===== src/design/lcf_pkg.sv =====
// package: coil function codes, relay map, counter/flasher widths and reset values
package lcf_pkg;

  // number of relay slots handled by the evaluator
  localparam int NUM_RELAYS   = 40;
  localparam int RELAY_IDX_W  = 6;
  // relay group bases: outputs 0..7, flags 8..23, text/expansion 24..31, jumps 32..39
  localparam logic [5:0] BASE_OUTPUT = 6'h00;
  localparam logic [5:0] BASE_FLAG   = 6'h08;
  localparam logic [5:0] BASE_TEXT   = 6'h18;
  localparam logic [5:0] BASE_JUMP   = 6'h20;
  localparam int CNT_OUTPUT   = 8;
  localparam int CNT_FLAG     = 16;
  localparam int CNT_TEXT     = 8;

  // function relays
  localparam int NUM_COUNTERS = 4;
  localparam int NUM_FLASHERS = 4;
  localparam int COUNT_W      = 16;
  localparam int TIME_W       = 16;
  localparam logic [15:0] COUNT_RESET = 16'h0000;
  localparam logic [15:0] TIME_RESET  = 16'h0000;

  // coil function encoding, one-hot
  typedef enum logic [6:0] {
    LCF_FN_ENERGIZE = 7'h01,
    LCF_FN_NEGATE   = 7'h02,
    LCF_FN_FALL     = 7'h04,
    LCF_FN_RISE     = 7'h08,
    LCF_FN_TOGGLE   = 7'h10,
    LCF_FN_SET      = 7'h20,
    LCF_FN_RESET    = 7'h40
  } lcf_fn_t;

  // one coil evaluation handed over by the program walker
  typedef struct packed {
    logic                   valid;
    lcf_fn_t                fn;
    logic [RELAY_IDX_W-1:0] relay;
    logic                   coilIn;
  } lcf_coil_t;

  // scan control
  typedef struct packed {
    logic runMode;
    logic powerFail;
    logic scanStart;
    logic scanEnd;
  } lcf_scan_t;

  // scan sequencer states
  typedef enum logic [2:0] {
    LCF_ST_STOP = 3'h1,
    LCF_ST_PASS = 3'h2,
    LCF_ST_FUNC = 3'h4
  } lcf_state_t;

endpackage


===== src/design/lcf_relay_mem.sv =====
// relay memory: per-relay state and previous coil input, registered read
module lcf_relay_mem
  import lcf_pkg::*;
#(
  parameter int N  = NUM_RELAYS,
  parameter int AW = RELAY_IDX_W
) (
  input  wire logic          clk,
  input  wire logic          reset_n,
  input  wire logic          clear,
  input  wire logic [N-1:0]  keepMask,
  input  wire logic          wrEn,
  input  wire logic [AW-1:0] wrAddr,
  input  wire logic          wrState,
  input  wire logic          wrPrev,
  input  wire logic [AW-1:0] rdAddr,
  output logic               rdState,
  output logic               rdPrev,
  output logic [N-1:0]       allState
);

  logic [N-1:0] state_q;
  logic [N-1:0] prev_q;

  // one slot per relay; clear spares retentive slots that are on
  genvar g;
  generate
    for (g = 0; g < N; g++) begin : gSlot
      always_ff @(posedge clk) begin
        if (!reset_n) begin
          state_q[g] <= 1'b0;
          prev_q[g]  <= 1'b0;
        end else if (clear) begin
          state_q[g] <= state_q[g] & keepMask[g];
          prev_q[g]  <= 1'b0;
        end else if (wrEn && wrAddr == AW'(g)) begin
          state_q[g] <= wrState;
          prev_q[g]  <= wrPrev;
        end
      end
    end
  endgenerate

  // read port is registered so the walker sees a stable value
  always_ff @(posedge clk) begin
    if (!reset_n) begin
      rdState <= 1'b0;
      rdPrev  <= 1'b0;
    end else begin
      rdState <= state_q[rdAddr];
      rdPrev  <= prev_q[rdAddr];
    end
  end

  assign allState = state_q;

endmodule


===== src/design/lcf_coil_eval.sv =====
// coil function evaluator: relay coils per scan, counters and flashers after each pass
module lcf_coil_eval
  import lcf_pkg::*;
#(
  parameter int NR = NUM_RELAYS,
  parameter int NC = NUM_COUNTERS,
  parameter int NF = NUM_FLASHERS,
  parameter int CW = COUNT_W,
  parameter int TW = TIME_W
) (
  input  wire logic                 clk,
  input  wire logic                 reset_n,
  input  wire lcf_scan_t            scan,
  input  wire lcf_coil_t            coil,
  input  wire logic [NR-1:0]        retainMask,
  input  wire logic [NC-1:0]        cntUp,
  input  wire logic [NC-1:0]        cntDown,
  input  wire logic [NC-1:0]        cntClear,
  input  wire logic [NC*CW-1:0]     cntSetpoint,
  input  wire logic [NC-1:0]        cntRetain,
  input  wire logic [NF-1:0]        flashTrig,
  input  wire logic [NF*TW-1:0]     flashPause,
  input  wire logic [NF*TW-1:0]     flashPulse,
  output logic [NR-1:0]             relayState,
  output logic [NC-1:0]             cntContact,
  output logic [NF-1:0]             flashContact,
  output logic                      passDone
);

  lcf_state_t state_q, state_d;
  logic       coilValid_q;
  lcf_fn_t    coilFn_q;
  logic [RELAY_IDX_W-1:0] coilRelay_q;
  logic       coilIn_q;
  logic       rdState, rdPrev;
  logic [NR-1:0] allState;

  // latch capability check, used for write gating and the checks below
  function automatic logic canLatch(input logic [RELAY_IDX_W-1:0] r);
    canLatch = (r < RELAY_IDX_W'(BASE_TEXT + CNT_TEXT));
  endfunction

  // sequencer: stop clears, pass walks coils, func updates function relays
  wire stopNow   = !scan.runMode || scan.powerFail;
  wire passEnd   = (state_q == LCF_ST_PASS) && scan.scanEnd;
  always_comb begin
    state_d = state_q;
    unique case (state_q)
      LCF_ST_STOP: if (!stopNow) state_d = LCF_ST_PASS;
      LCF_ST_PASS: if (stopNow) state_d = LCF_ST_STOP; else if (scan.scanEnd) state_d = LCF_ST_FUNC;
      LCF_ST_FUNC: state_d = stopNow ? LCF_ST_STOP : LCF_ST_PASS;
      default:     state_d = LCF_ST_STOP;
    endcase
  end

  always_ff @(posedge clk) begin
    if (!reset_n) state_q <= LCF_ST_STOP;
    else          state_q <= state_d;
  end

  // coil request is registered so it lines up with the registered memory read
  always_ff @(posedge clk) begin
    if (!reset_n) begin
      coilValid_q <= 1'b0;
      coilFn_q    <= LCF_FN_ENERGIZE;
      coilRelay_q <= '0;
      coilIn_q    <= 1'b0;
    end else begin
      coilValid_q <= coil.valid && (state_q == LCF_ST_PASS) && !stopNow;
      coilFn_q    <= coil.fn;
      coilRelay_q <= coil.relay;
      coilIn_q    <= coil.coilIn;
    end
  end

  // coil function decode; later coils simply overwrite, giving program order priority
  wire risingIn  = coilIn_q && !rdPrev;
  wire fallingIn = !coilIn_q && rdPrev;
  logic newState;
  always_comb begin
    newState = rdState;
    unique case (coilFn_q)
      LCF_FN_ENERGIZE: newState = coilIn_q;
      LCF_FN_NEGATE:   newState = !coilIn_q;
      LCF_FN_FALL:     newState = fallingIn;
      LCF_FN_RISE:     newState = risingIn;
      LCF_FN_TOGGLE:   newState = rdState ^ risingIn;
      LCF_FN_SET:      newState = rdState | coilIn_q;
      LCF_FN_RESET:    newState = rdState & !coilIn_q;
      default:         newState = rdState;
    endcase
  end
  wire latchFn = (coilFn_q == LCF_FN_SET) || (coilFn_q == LCF_FN_RESET);
  wire wrEn    = coilValid_q && !stopNow && (!latchFn || canLatch(coilRelay_q));

  // back-to-back coils on the same relay would read stale data; the walker spaces them
  lcf_relay_mem #(.N(NR), .AW(RELAY_IDX_W)) uMem (
    .clk      (clk),
    .reset_n  (reset_n),
    .clear    (stopNow),
    .keepMask (retainMask),
    .wrEn     (wrEn),
    .wrAddr   (coilRelay_q),
    .wrState  (newState),
    .wrPrev   (coilIn_q),
    .rdAddr   (coil.relay),
    .rdState  (rdState),
    .rdPrev   (rdPrev),
    .allState (allState)
  );

  wire funcStep = (state_q == LCF_ST_FUNC) && !stopNow;

  // counters: count on coil edges once per pass, contact at or above setpoint
  logic [NC-1:0] upPrev_q, dnPrev_q;
  genvar c;
  generate
    for (c = 0; c < NC; c++) begin : gCnt
      logic [CW-1:0] count_q;
      wire [CW-1:0] setp = cntSetpoint[c*CW +: CW];
      wire upEdge = cntUp[c] && !upPrev_q[c];
      wire dnEdge = cntDown[c] && !dnPrev_q[c];
      // contact is judged on the count this step leaves; it lags only after a stop, which clears it while cntRetain keeps the count
      wire [CW-1:0] nextCnt = cntClear[c]          ? CW'(COUNT_RESET) :
                              (upEdge && !dnEdge)  ? count_q + CW'(1) :
                              (dnEdge && !upEdge)  ? count_q - CW'(1) :
                              count_q;
      always_ff @(posedge clk) begin
        if (!reset_n) begin
          count_q     <= COUNT_RESET;
          upPrev_q[c] <= 1'b0;
          dnPrev_q[c] <= 1'b0;
          cntContact[c] <= 1'b0;
        end else if (stopNow) begin
          if (!cntRetain[c]) count_q <= COUNT_RESET;
          upPrev_q[c] <= 1'b0;
          dnPrev_q[c] <= 1'b0;
          cntContact[c] <= 1'b0;
        end else if (funcStep) begin
          count_q     <= nextCnt;
          upPrev_q[c] <= cntUp[c];
          dnPrev_q[c] <= cntDown[c];
          cntContact[c] <= (nextCnt >= setp);
        end
      end

    end
  endgenerate

  // flashers: count passes; pause for setpoint one, then pulse for setpoint two
  genvar f;
  generate
    for (f = 0; f < NF; f++) begin : gFl
      logic [TW-1:0] tick_q;
      logic          inPulse_q;
      wire [TW-1:0] pauseT = flashPause[f*TW +: TW];
      wire [TW-1:0] pulseT = flashPulse[f*TW +: TW];
      wire phaseDone = (tick_q + TW'(1)) >= (inPulse_q ? pulseT : pauseT);
      always_ff @(posedge clk) begin
        if (!reset_n || stopNow) begin
          tick_q    <= TIME_RESET;
          inPulse_q <= 1'b0;
          flashContact[f] <= 1'b0;
        end else if (funcStep) begin
          if (!flashTrig[f]) begin
            tick_q    <= TIME_RESET;
            inPulse_q <= 1'b0;
          end else if (phaseDone) begin
            tick_q    <= TIME_RESET;
            inPulse_q <= !inPulse_q;
          end else begin
            tick_q <= tick_q + TW'(1);
          end
          flashContact[f] <= flashTrig[f] && (phaseDone ? !inPulse_q : inPulse_q);
        end
      end
    end
  endgenerate

  // outputs come from flops
  always_ff @(posedge clk) begin
    if (!reset_n) begin
      relayState <= '0;
      passDone   <= 1'b0;
    end else begin
      relayState <= allState;
      passDone   <= passEnd && !stopNow;
    end
  end
endmodule


===== config.mk =====
export PLATFORM = sky130hd
export DESIGN_NAME = lcf_coil_eval
export DESIGN_NICKNAME = d
export VERILOG_FILES = /design/src/design/lcf_pkg.sv /design/src/design/lcf_relay_mem.sv /design/src/design/lcf_coil_eval.sv
export SDC_FILE = /design/constraint.sdc
export NUM_CORES = 1
export LEC_CHECK = 0
export BUFFER_PORTS_ARGS = -buffer_cell sky130_fd_sc_hd__buf_2
export CAP_MARGIN = 5
export CORE_MARGIN = 5
export CORE_UTILIZATION = 36
export CTS_CLUSTER_SIZE = 24
export DETAILED_ROUTE_END_ITERATION = 6
export HOLD_SLACK_MARGIN = 0.05
export SLEW_MARGIN = 5
export SYNTH_ARGS = -nofsm -noshare
export SYNTH_HDL_FRONTEND = slang
export SYNTH_SLANG_ARGS = --single-unit

===== constraint.sdc =====
create_clock -name clk -period 8.85 [get_ports clk]
set_input_delay 0.4425 -clock clk [delete_from_list [all_inputs] [get_ports clk]]
set_output_delay 0.4425 -clock clk [all_outputs]
set_load 0.01 [all_outputs]

# After elaboration in Yosys (flattened, before gate mapping)
# Index checks and enable logic that the tools add are counted.
# word_totals
regBits	289
in_bits	273
output_inout_bits	49
word_cells	519
# op_classes
n_addsub	12
magnitude_cmp	10
n_eq_ne	55
muxes	134
bitwise	44
reduce_logical	147
# op_table
op	n
$mux W16	36
$add A16 B1 Y16 const B	8
$ge A16 B16 Y1	8
$eq A6 B5 Y1 const B	16
$mux W1	90
$reduce_bool A2 Y1	41
$logic_and A1 B1 Y1	69
$sub A16 B1 Y16 const B	4
$eq A6 B4 Y1 const B	8
$eq A6 B6 Y1 const B	8
$and A1 B1 Y1	41
$logic_not A1 Y1	26
$eq A6 B3 Y1 const B	4
$bmux W1 S6	2
$eq A6 B2 Y1 const B	2
$ne A2 B2 Y1 const B	5
$reduce_and A2 Y1	5
$mux W3	3
$pmux W3 S3	1
$eq A7 B1 Y1 const B	1
$eq A7 B2 Y1 const B	1
$eq A7 B3 Y1 const B	1
$eq A7 B4 Y1 const B	1
$eq A7 B5 Y1 const B	1
other kinds (17)	20

# Longest topological paths before layout
# Gate-level depths: netlist (run 1).
# logic_depth
ltp_word	9
mapped_depth	15

# Hierarchy
# Synthesis (run 1) repeated with hierarchy kept, for this count alone.
# unflattened
hier_cells	2302
area_unflattened_um2	18903.1
# modules_own_cells
mod	instances	cells_per_inst	area_each_um2
lcf_coil_eval	1	1781	14426.3
lcf_relay_mem	1	521	4476.8

# Worst setup path after synthesis (run 1)
# Ideal clock, no wire load.
# synth_timing
path_kind	reg-to-reg
start	reg gFl[3].tick_q[3]
end	reg gFl[3].tick_q[5]
setup_time_ps	87
arrival_ps	3189
slack_ps	5574
stages_incl_launch_ff	14
synth_period_minus_slack_ps	3276
path_cell_list	dfxtp_1 clkbuf_1 nand3_1 nor3_1 nand3_1 o21a_1 or2_2 ha_1 a21oi_1 o21a_1 o21ai_0 a211oi_2 nand2_1 o31ai_1
# synth_via
elab_chain_cells	4
# synth_rtl
element	line	rtl
from (decl)	lcf_coil_eval.sv:154	logic [TW-1:0] tick_q;
from (signal assigned)	lcf_coil_eval.sv:172	tick_q <= tick_q + TW'(1);
$add A16 B1 Y16 *	lcf_coil_eval.sv:158, lcf_coil_eval.sv:172	
$ge A16 B16 Y1	lcf_coil_eval.sv:158	wire phaseDone = (tick_q + TW'(1)) >= (inPulse_q ? pulseT : pauseT);
$mux W16 *	lcf_coil_eval.sv:168	end else if (phaseDone) begin
$mux W16 *	lcf_coil_eval.sv:165	if (!flashTrig[f]) begin
# Mark *: on every way between the ends. The rest lies on a longest branch, timed or not.
# A chain may end at the register's enable or synchronous reset.

# Worst setup path after layout (run 1)
# layout_timing
start	reg gFl[2].tick_q[0]
end	reg gFl[2].tick_q[8]
# layout_via
elab_chain_cells	4
# layout_rtl
element	line
from (decl)	lcf_coil_eval.sv:154
from (signal assigned)	lcf_coil_eval.sv:172
$add A16 B1 Y16 *	lcf_coil_eval.sv:158, lcf_coil_eval.sv:172
$ge A16 B16 Y1	lcf_coil_eval.sv:158
$mux W16 *	lcf_coil_eval.sv:168
$mux W16 *	lcf_coil_eval.sv:165
# Marked as above.

==> results.txt, run 1 <==
----------------------------------------------------
[Outcome]
  Outcome ... complete, no violations

[Cells and area]
  Count of fill cells added during filler insertion ... 5,181
  Multi-input gate area in the final layout ... 11,800 um2
  Antenna cell count ... 0
  Count of placed standard cells in the final layout, fillers left out ... 3,230
  Share of cells above drive strength 1 ... 0.175
  Most common cell after layout, fill and taps aside ... buf_2
  Area overhead of the layout relative to synthesis ... 17.2%
  Final #Nets ... 2,938
  Register area ... 5710 um2
  Most used cells in the layout excluding fill and tap cells ... buf_2, dfxtp_1, nand2_1

[Timing]
  Post-route worst hold slack ... 0.116 ns
  Achievable frequency ... 0.234 GHz
  Fin crit share ... 0.482
  Setup skew after layout ... 0.0193 ns
  Final number of setup-violating endpoints ... 0
  Final setup margin ... 4.58 ns
  RSZ-0062 raised after global routing ... no
  Number of failing hold endpoints at the final stage ... 0
  Transition time at the pin with the least slew margin ... 1.19 ns
  Slew Viols, Final ... 0
  Setup TNS ... 0 ns
  Worst-case headroom to the max-slew limit ... 0.205
  Final min period ... 4.27 ns

[Logic synthesis]
  Mean instance size in the synthesized netlist ... 8.05 um2
  Share of flip-flops with an asynchronous set or reset ... 0
  Gate count after technology mapping ... 2,292
  Share of the yosys chip area belonging to registers ... 0.309
  Count of synthesis-stage warnings from yosys ... 0
  Number of synthesized flops with an enable pin ... 0
  #FFs+latches synth ... 285
  Count of different cell masters after synthesis ... 78
  Leading register cell type out of synthesis ... dfxtp_1
  Synthesized netlist net count ... 2,705
  Post-synthesis instance area ... 18,500 um2

[Placement]
  Setup slack after placement ... 4.61 ns
  Detailed placer's ending HPWL ... 40,500 um
  Final weighted congestion in routability-driven placement ... 0.853
  Number of instances in the placed design ... 3,167
  Port buffer count ... 320

[Worst setup path]
  Critical path data arrival time ... 4.76 ns
  Required time of the critical path ... 9.34 ns
  Crit Reg-Reg Startpoint ... gFl[2].tick_q[0]
  Critical path launch point type ... register
  Critical Path Sink ... gFl[2].tick_q[8]
  Sort of element at the end of the critical path ... register
  Critical Path Start ... gFl[2].tick_q[0]
  R2R depth ... 12
  Biggest fanout along the worst timing path ... 16
  Slack of the worst reg-to-reg path ... 4.58 ns
  Critical register-to-register path endpoint ... gFl[2].tick_q[8]
  Class of the most critical setup path ... register to register

[CTS]
  # H-tree levels ... 2
  Setup fix buffers added after clock tree synthesis ... 0
  Number of clock buffers inserted by TritonCTS ... 36
  Clock transition at the registers of the reported paths ... 0.05 ns
  TritonCTS clock tree ... done
  Count of clock tree sinks ... 285
  Clock tree buffer depth ... 3
  Hold buffer count at CTS ... 0
  Total of cells resized after clock tree synthesis ... 0
  CTS Root Cell ... clkbuf_16
  Clock latency at the later pin of the worst-skew pair ... 0.56 ns

[Floorplanning]
  FP Rows ... 83
  Area inside the core boundary ... 51,100 um2
  Initial core utilization ... 0.361
  Total die area ... 55,900 um2
  Chip height ... 236 um
  Die Wd ... 236 um
  IO Count ... 322

[Pwr]
  Power per standard cell area ... 139 nW/um2
  Worst-case vdd ir drop ... 0.000130 V
  Total power ... 3.01 mW
  Leakage dissipation ... 8.98 nW

[Routing]
  DRC marker count from the first detailed-route iteration ... 1,263
  Total detailed-routing wirelength ... 54,900 um
  Overall via count from detail_route ... 17,400
  Final routed DRC violation total ... 0
  Vias per cell ... 5.39
  Initial DRT Pass Iterations ... 6
  Average routed wire per standard cell ... 17.0 um
  ANT nets after route ... 0

[Global routing]
  Pin count of the biggest net entering global routing ... 80
  Global-route wire length before repair ... 87,100 um
  Vias in the first global route ... 16,700
  Global router's overall resource usage ... 0.186
  Sum of overflow across all layers after global routing ... 0
  Initial antenna violation count ... 3

[Min path]
  Hold/Removal Path Class ... input port to register
  Hold path startpoint ... coil[0]

[Run]
  Count of max-cap constraint violations ... 0

----------------------------------------------------
## Yosys cell counts, types with 9 or more instances
| cell type | number | area [um2] |
|---|---|---|
| a32o_1 | 13 | 130 |
| xor2_1 | 34 | 298 |
| mux4_2 | 20 | 450 |
| and4_1 | 9 | 78.8 |
| o211ai_1 | 36 | 270 |
| o21a_1 | 10 | 75.1 |
| nor3_1 | 70 | 350 |
| and2_1 | 66 | 413 |
| and3_1 | 28 | 175 |
| nor2_1 | 191 | 717 |
| nor4_1 | 10 | 62.6 |
| nand3_1 | 111 | 556 |
| a22o_1 | 9 | 78.8 |
| mux2i_1 | 102 | 1020 |
| a22oi_1 | 16 | 120 |
| ha_1 | 140 | 1750 |
| nand2b_1 | 38 | 238 |
| o22ai_1 | 12 | 75.1 |
| buf_1 | 9 | 33.8 |
| nor2b_1 | 24 | 150 |
| a21o_1 | 11 | 82.6 |
| or2_2 | 11 | 68.8 |
| o21ai_0 | 136 | 681 |
| clkbuf_1 | 117 | 439 |
| a31oi_1 | 31 | 194 |
| or3_1 | 20 | 125 |
| nand4_1 | 34 | 213 |
| inv_1 | 107 | 402 |
| nor3b_1 | 9 | 67.6 |
| dfxtp_1 | 285 | 5710 |
| a21oi_1 | 139 | 696 |
| nand2_1 | 232 | 871 |
| xnor2_1 | 85 | 744 |
## metrics by stage
| stage | utilization | instance area (um2) |
|---|---|---|
| floorplan | - | 18500 |
| global route | 0.423 | 21600 |
| detailed placement | 0.401 | 20500 |
| CTS | 0.423 | 21600 |
| global placement | 0.401 | 20500 |
| finish | 0.423 | 21600 |
## worst max-delay path, stage by stage (launching register included)
cell and delay [ns]:
dfxtp_1 0.43, nand3_1 0.19, or2_2 0.39, nor2_1 0.37, nand3_1 0.15, xnor2_1 0.26
ha_1 0.29, a21oi_1 0.14, o21ai_0 0.12, a211o_1 0.32, a21oi_1 0.91, and2_1 0.44
a221o_1 0.20
## layout make-up
cell class	count	share of cell area
multi-input cells	1764	0.547
flip-flops and latches	285	0.264
repair buffers	330	0.0776
clock buffers	51	0.0475
well taps	680	0.0394
inverters	108	0.0188
clock inverters	12	0.00550
## kinds of logic after synthesis
family | count (synthesis) | synth area share
fa+ha+maj | 140 | 0.0949
compound gates | 492 | 0.169
mux | 127 | 0.0828
flops | 285 | 0.309
buf+inv | 243 | 0.0509
simple gates | 886 | 0.237
xor+xnor | 119 | 0.0565
## worst min-delay path by stage
stage | to | slack (ns) | cells past startpoint
global placement | uMem.prev_q[3] | 0.44 | 2
global route | coilIn_q | 0.10 | 2
CTS | coilIn_q | 0.09 | 2
detailed placement | uMem.prev_q[34] | 0.45 | 2
finish | coilIn_q | 0.12 | 2
floorplan | uMem.prev_q[38] | 0.43 | 2
## per-layer routing
layer	track usage	up-vias	wire, um	share of wire
met5	0	-	41	0.00075
met4	0.0551	6	1300	0.024
met3	0.0344	79	3210	0.058
met2	0.308	498	25600	0.47
met1	0.248	8167	24800	0.45
li1	-	8656	-	-
## sequential cells by signal, indices dropped and copies added (netlist names), 3 cells and up
register	flops
cntContact	4
coilFn_q	7
coilRelay_q	6
dnPrev_q	4
flashContact	4
gCnt.count_q	64
gFl.tick_q	64
relayState	40
state_q	3
uMem.allState	40
uMem.prev_q	40
upPrev_q	4
## report_power, final
group          leakage (nW)  internal (mW)  switching, mW
combinational          6.11          0.120          0.168
sequential             2.30           1.29        0.00647
clock                 0.571          0.844          0.587
No activity file was read; power rests on OpenSTA's default activity.
==> run 2: changes to the inputs <==
ABC_AREA = 1   (was unset)
clock period = 4.28 ns   (was 8.85 ns; I/O delays follow)
==> results.txt, run 2 <==
----------------------------------------------------
[Global routing]
  Global router's overall resource usage ... 0.195
  Initial antenna violation count ... 4
  Pin count of the biggest net entering global routing ... 65
  Sum of overflow across all layers after global routing ... 0
  Global-route wire length before repair ... 95,900 um
  Vias in the first global route ... 18,500

[Cells and area]
  Most common cell after layout, fill and taps aside ... nand2_1
  Multi-input gate area in the final layout ... 11,800 um2
  Final #Nets ... 3,803
  Register area ... 5710 um2
  Area overhead of the layout relative to synthesis ... 20.2%
  Top Registers ... gCnt.count_q: 64 flops, gFl.tick_q: 64 flops
  Share of cells above drive strength 1 ... 0.131
  Most used cells in the layout excluding fill and tap cells ... nand2_1, inv_1, a21oi_1
  Count of fill cells added during filler insertion ... 5,808
  Core utilization of the finished layout ... 0.438

[Timing]
  Final setup margin ... 1.17 ns
  Final min period ... 3.11 ns
  Setup TNS ... 0 ns
  Final number of setup-violating endpoints ... 0
  Slew Viols, Final ... 0
  Transition time at the pin with the least slew margin ... 1.21 ns
  RSZ-0062 raised after global routing ... no
  Worst-case headroom to the max-slew limit ... 0.193
  Setup skew after layout ... 0.0232 ns
  Fin crit share ... 0.726
  Number of failing hold endpoints at the final stage ... 0
  Achievable frequency ... 0.322 GHz

[Logic synthesis]
  Synthesized netlist net count ... 3,474
  #FFs+latches synth ... 285
  Leading register cell type out of synthesis ... dfxtp_1
  Number of synthesized flops with an enable pin ... 0
  Synth top area share ... 0.290
  Count of different cell masters after synthesis ... 44
  Mean instance size in the synthesized netlist ... 6.42 um2
  Count of synthesis-stage warnings from yosys ... 0
  Post-synthesis instance area ... 19,700 um2
  Dominant cell by count in the synthesized netlist ... nand2_1
  Share of flip-flops with an asynchronous set or reset ... 0
  Share of the yosys chip area belonging to registers ... 0.290
  Area contributors post-synth ... dfxtp_1, nand2_1, ha_1, a21oi_1, inv_1
  Top cell types by occurrence after synthesis ... nand2_1, inv_1, a21oi_1
  Yosys top cell by area ... dfxtp_1
  Gate count after technology mapping ... 3,061

[Worst setup path]
  Critical path data arrival time ... 3.59 ns
  Critical Path Start ... gFl[0].tick_q[0]
  Cell-by-cell trace of the critical path ... ha_1, nand3_1, nor3_1, nand2_1, nor2_1, nand2_1, xor2_1, inv_1, ha_1, nand2_1, o21ai_0, a21oi_1, nand3_1, nor2_4, nand2_1, a21oi_1
  Biggest fanout along the worst timing path ... 16
  Crit Reg-Reg Startpoint ... gFl[0].tick_q[0]
  Critical path launch point type ... register
  Sort of element at the end of the critical path ... register
  Class of the most critical setup path ... register to register
  Slowest CP cell ... dfxtp_1
  CP most frequent cell ... nand2_1
  Biggest cell delay along the critical path ... 0.38 ns
  Required time of the critical path ... 4.76 ns

[Floorplanning]
  Chip height ... 244 um
  Total die area ... 59,400 um2
  IO Count ... 322
  Area inside the core boundary ... 53,900 um2
  Die Wd ... 244 um
  FP Rows ... 85
  Initial core utilization ... 0.365

[Routing]
  ANT nets after route ... 0
  Vias per cell ... 4.89
  Amount of wire on met2 after detailed routing ... 26,700 um
  Average routed wire per standard cell ... 14.7 um
  Total detailed-routing wirelength ... 60,500 um
  DRC marker count from the first detailed-route iteration ... 1,203
  Uppermost layer routed ... met5
  Overall via count from detail_route ... 20,100
  Detail Route met3 WL ... 3470 um
  Wire length on met1 ... 29,000 um
  Initial DRT Pass Iterations ... 5
  Final routed DRC violation total ... 0

[Pwr]
  Worst-case vdd ir drop ... 0.000227 V
  Power per standard cell area ... 278 nW/um2
  Leakage dissipation ... 11.2 nW

[Min path]
  Hold path startpoint ... retainMask[12]
  Hold/Removal Path Class ... input port to register

[Outcome]
  Outcome ... complete, no violations

[Run]
  Count of max-cap constraint violations ... 0

[Placement]
  Detailed placer's ending HPWL ... 44,800 um
  Final weighted congestion in routability-driven placement ... 0.890
  Port buffer count ... 320
  Setup slack after placement ... 1.12 ns

[CTS]
  Setup fix buffers added after clock tree synthesis ... 0
  Hold buffer count at CTS ... 60
  TritonCTS clock tree ... done
  Clock latency at the later pin of the worst-skew pair ... 0.56 ns
  Number of clock buffers inserted by TritonCTS ... 37
  Count of clock tree sinks ... 285
  CTS Root Cell ... clkbuf_16
  # H-tree levels ... 2
  Total of cells resized after clock tree synthesis ... 0
  Clock transition at the registers of the reported paths ... 0.06 ns
  Clock tree buffer depth ... 3

----------------------------------------------------
==> run 2: changes by cell type in the layout (fill, tap and decap cells not counted), moves of 23 or more <==
cell	delta
nand2_1	+588
inv_1	+316
a21oi_1	+189
xnor2_1	-71
nand3_1	+66
and2_1	-64
nor2_1	+63
dlygate4sd3_1	+60
mux2i_1	-42
nand4_1	+39
nand2b_1	-38
a31oi_1	-31
nor2b_1	-23
nor3_1	-23
==> run 2: worst max-delay path: cells and delay by family (launching register included) <==
kind / cells / cell delay, ns
AOI/OAI and AO/OA: 3 / 0.41
xor gates and xnor gates: 1 / 0.13
adders and majority gates: 2 / 0.48
buffers and inverters: 1 / 0.07
DFF: 1 / 0.38
and+or+nand+nor: 9 / 1.57
==> run 2: metrics by stage <==
stage | cell area (um2) | power (mW) | cells | hold WS, ns
floorplan | 19700 | 3.12 | 3061 | 0.312
global placement | 21800 | 3.40 | 3987 | 0.399
detailed placement | 21800 | 3.40 | 3987 | 0.402
CTS | 23600 | 6.67 | 4111 | 0.0708
global route | 23600 | 6.86 | 4113 | 0.104
finish | 23600 | 6.57 | 4113 | 0.0970
==> run 2: cell type report <==
cell class | instances | area share
tap | 696 | 0.0368
multi-input combinational | 2228 | 0.500
clock buffer | 53 | 0.0451
sequential | 285 | 0.241
antenna | 2 | 0.000212
timing repair buffer | 405 | 0.101
clock inverter | 11 | 0.00667
inverter | 433 | 0.0689
==> run 2: final timing paths <==
kind                            slack [ns]           endpoint  cells past startpoint
worst min register to register        0.43     relayState[30]                      2
worst max register to register        1.17  gFl[0].tick_q[12]                     16
worst max-delay path                  1.17  gFl[0].tick_q[12]                     16
worst min-delay path                   0.1  uMem.allState[12]                      4
==> run 2: power by group <==
group          switching, mW  internal (mW)
clock                   1.26           1.92
combinational          0.436          0.281
sequential           0.00867           2.66
==> run 2: per-layer routing <==
metal,track usage,vias up
met1,0.271,8959
met5,0,-
met2,0.314,506
li1,-,10600
met3,0.0327,67
met4,0.0521,2
==> run 2: kinds of logic (layout without fill, tap and decap cells) <==
group | count (synthesis) | in the layout | share of synthesized area
buffers and inverters | 548 | 902 | 0.110
other | 0 | 2 | 0
flip-flops | 285 | 285 | 0.290
adder cells (fa/ha/maj) | 140 | 140 | 0.0891
multiplexers | 64 | 64 | 0.0328
XOR/XNOR | 57 | 57 | 0.0254
AND/OR/NAND/NOR | 1443 | 1443 | 0.313
AO/OA/AOI/OAI | 524 | 524 | 0.140
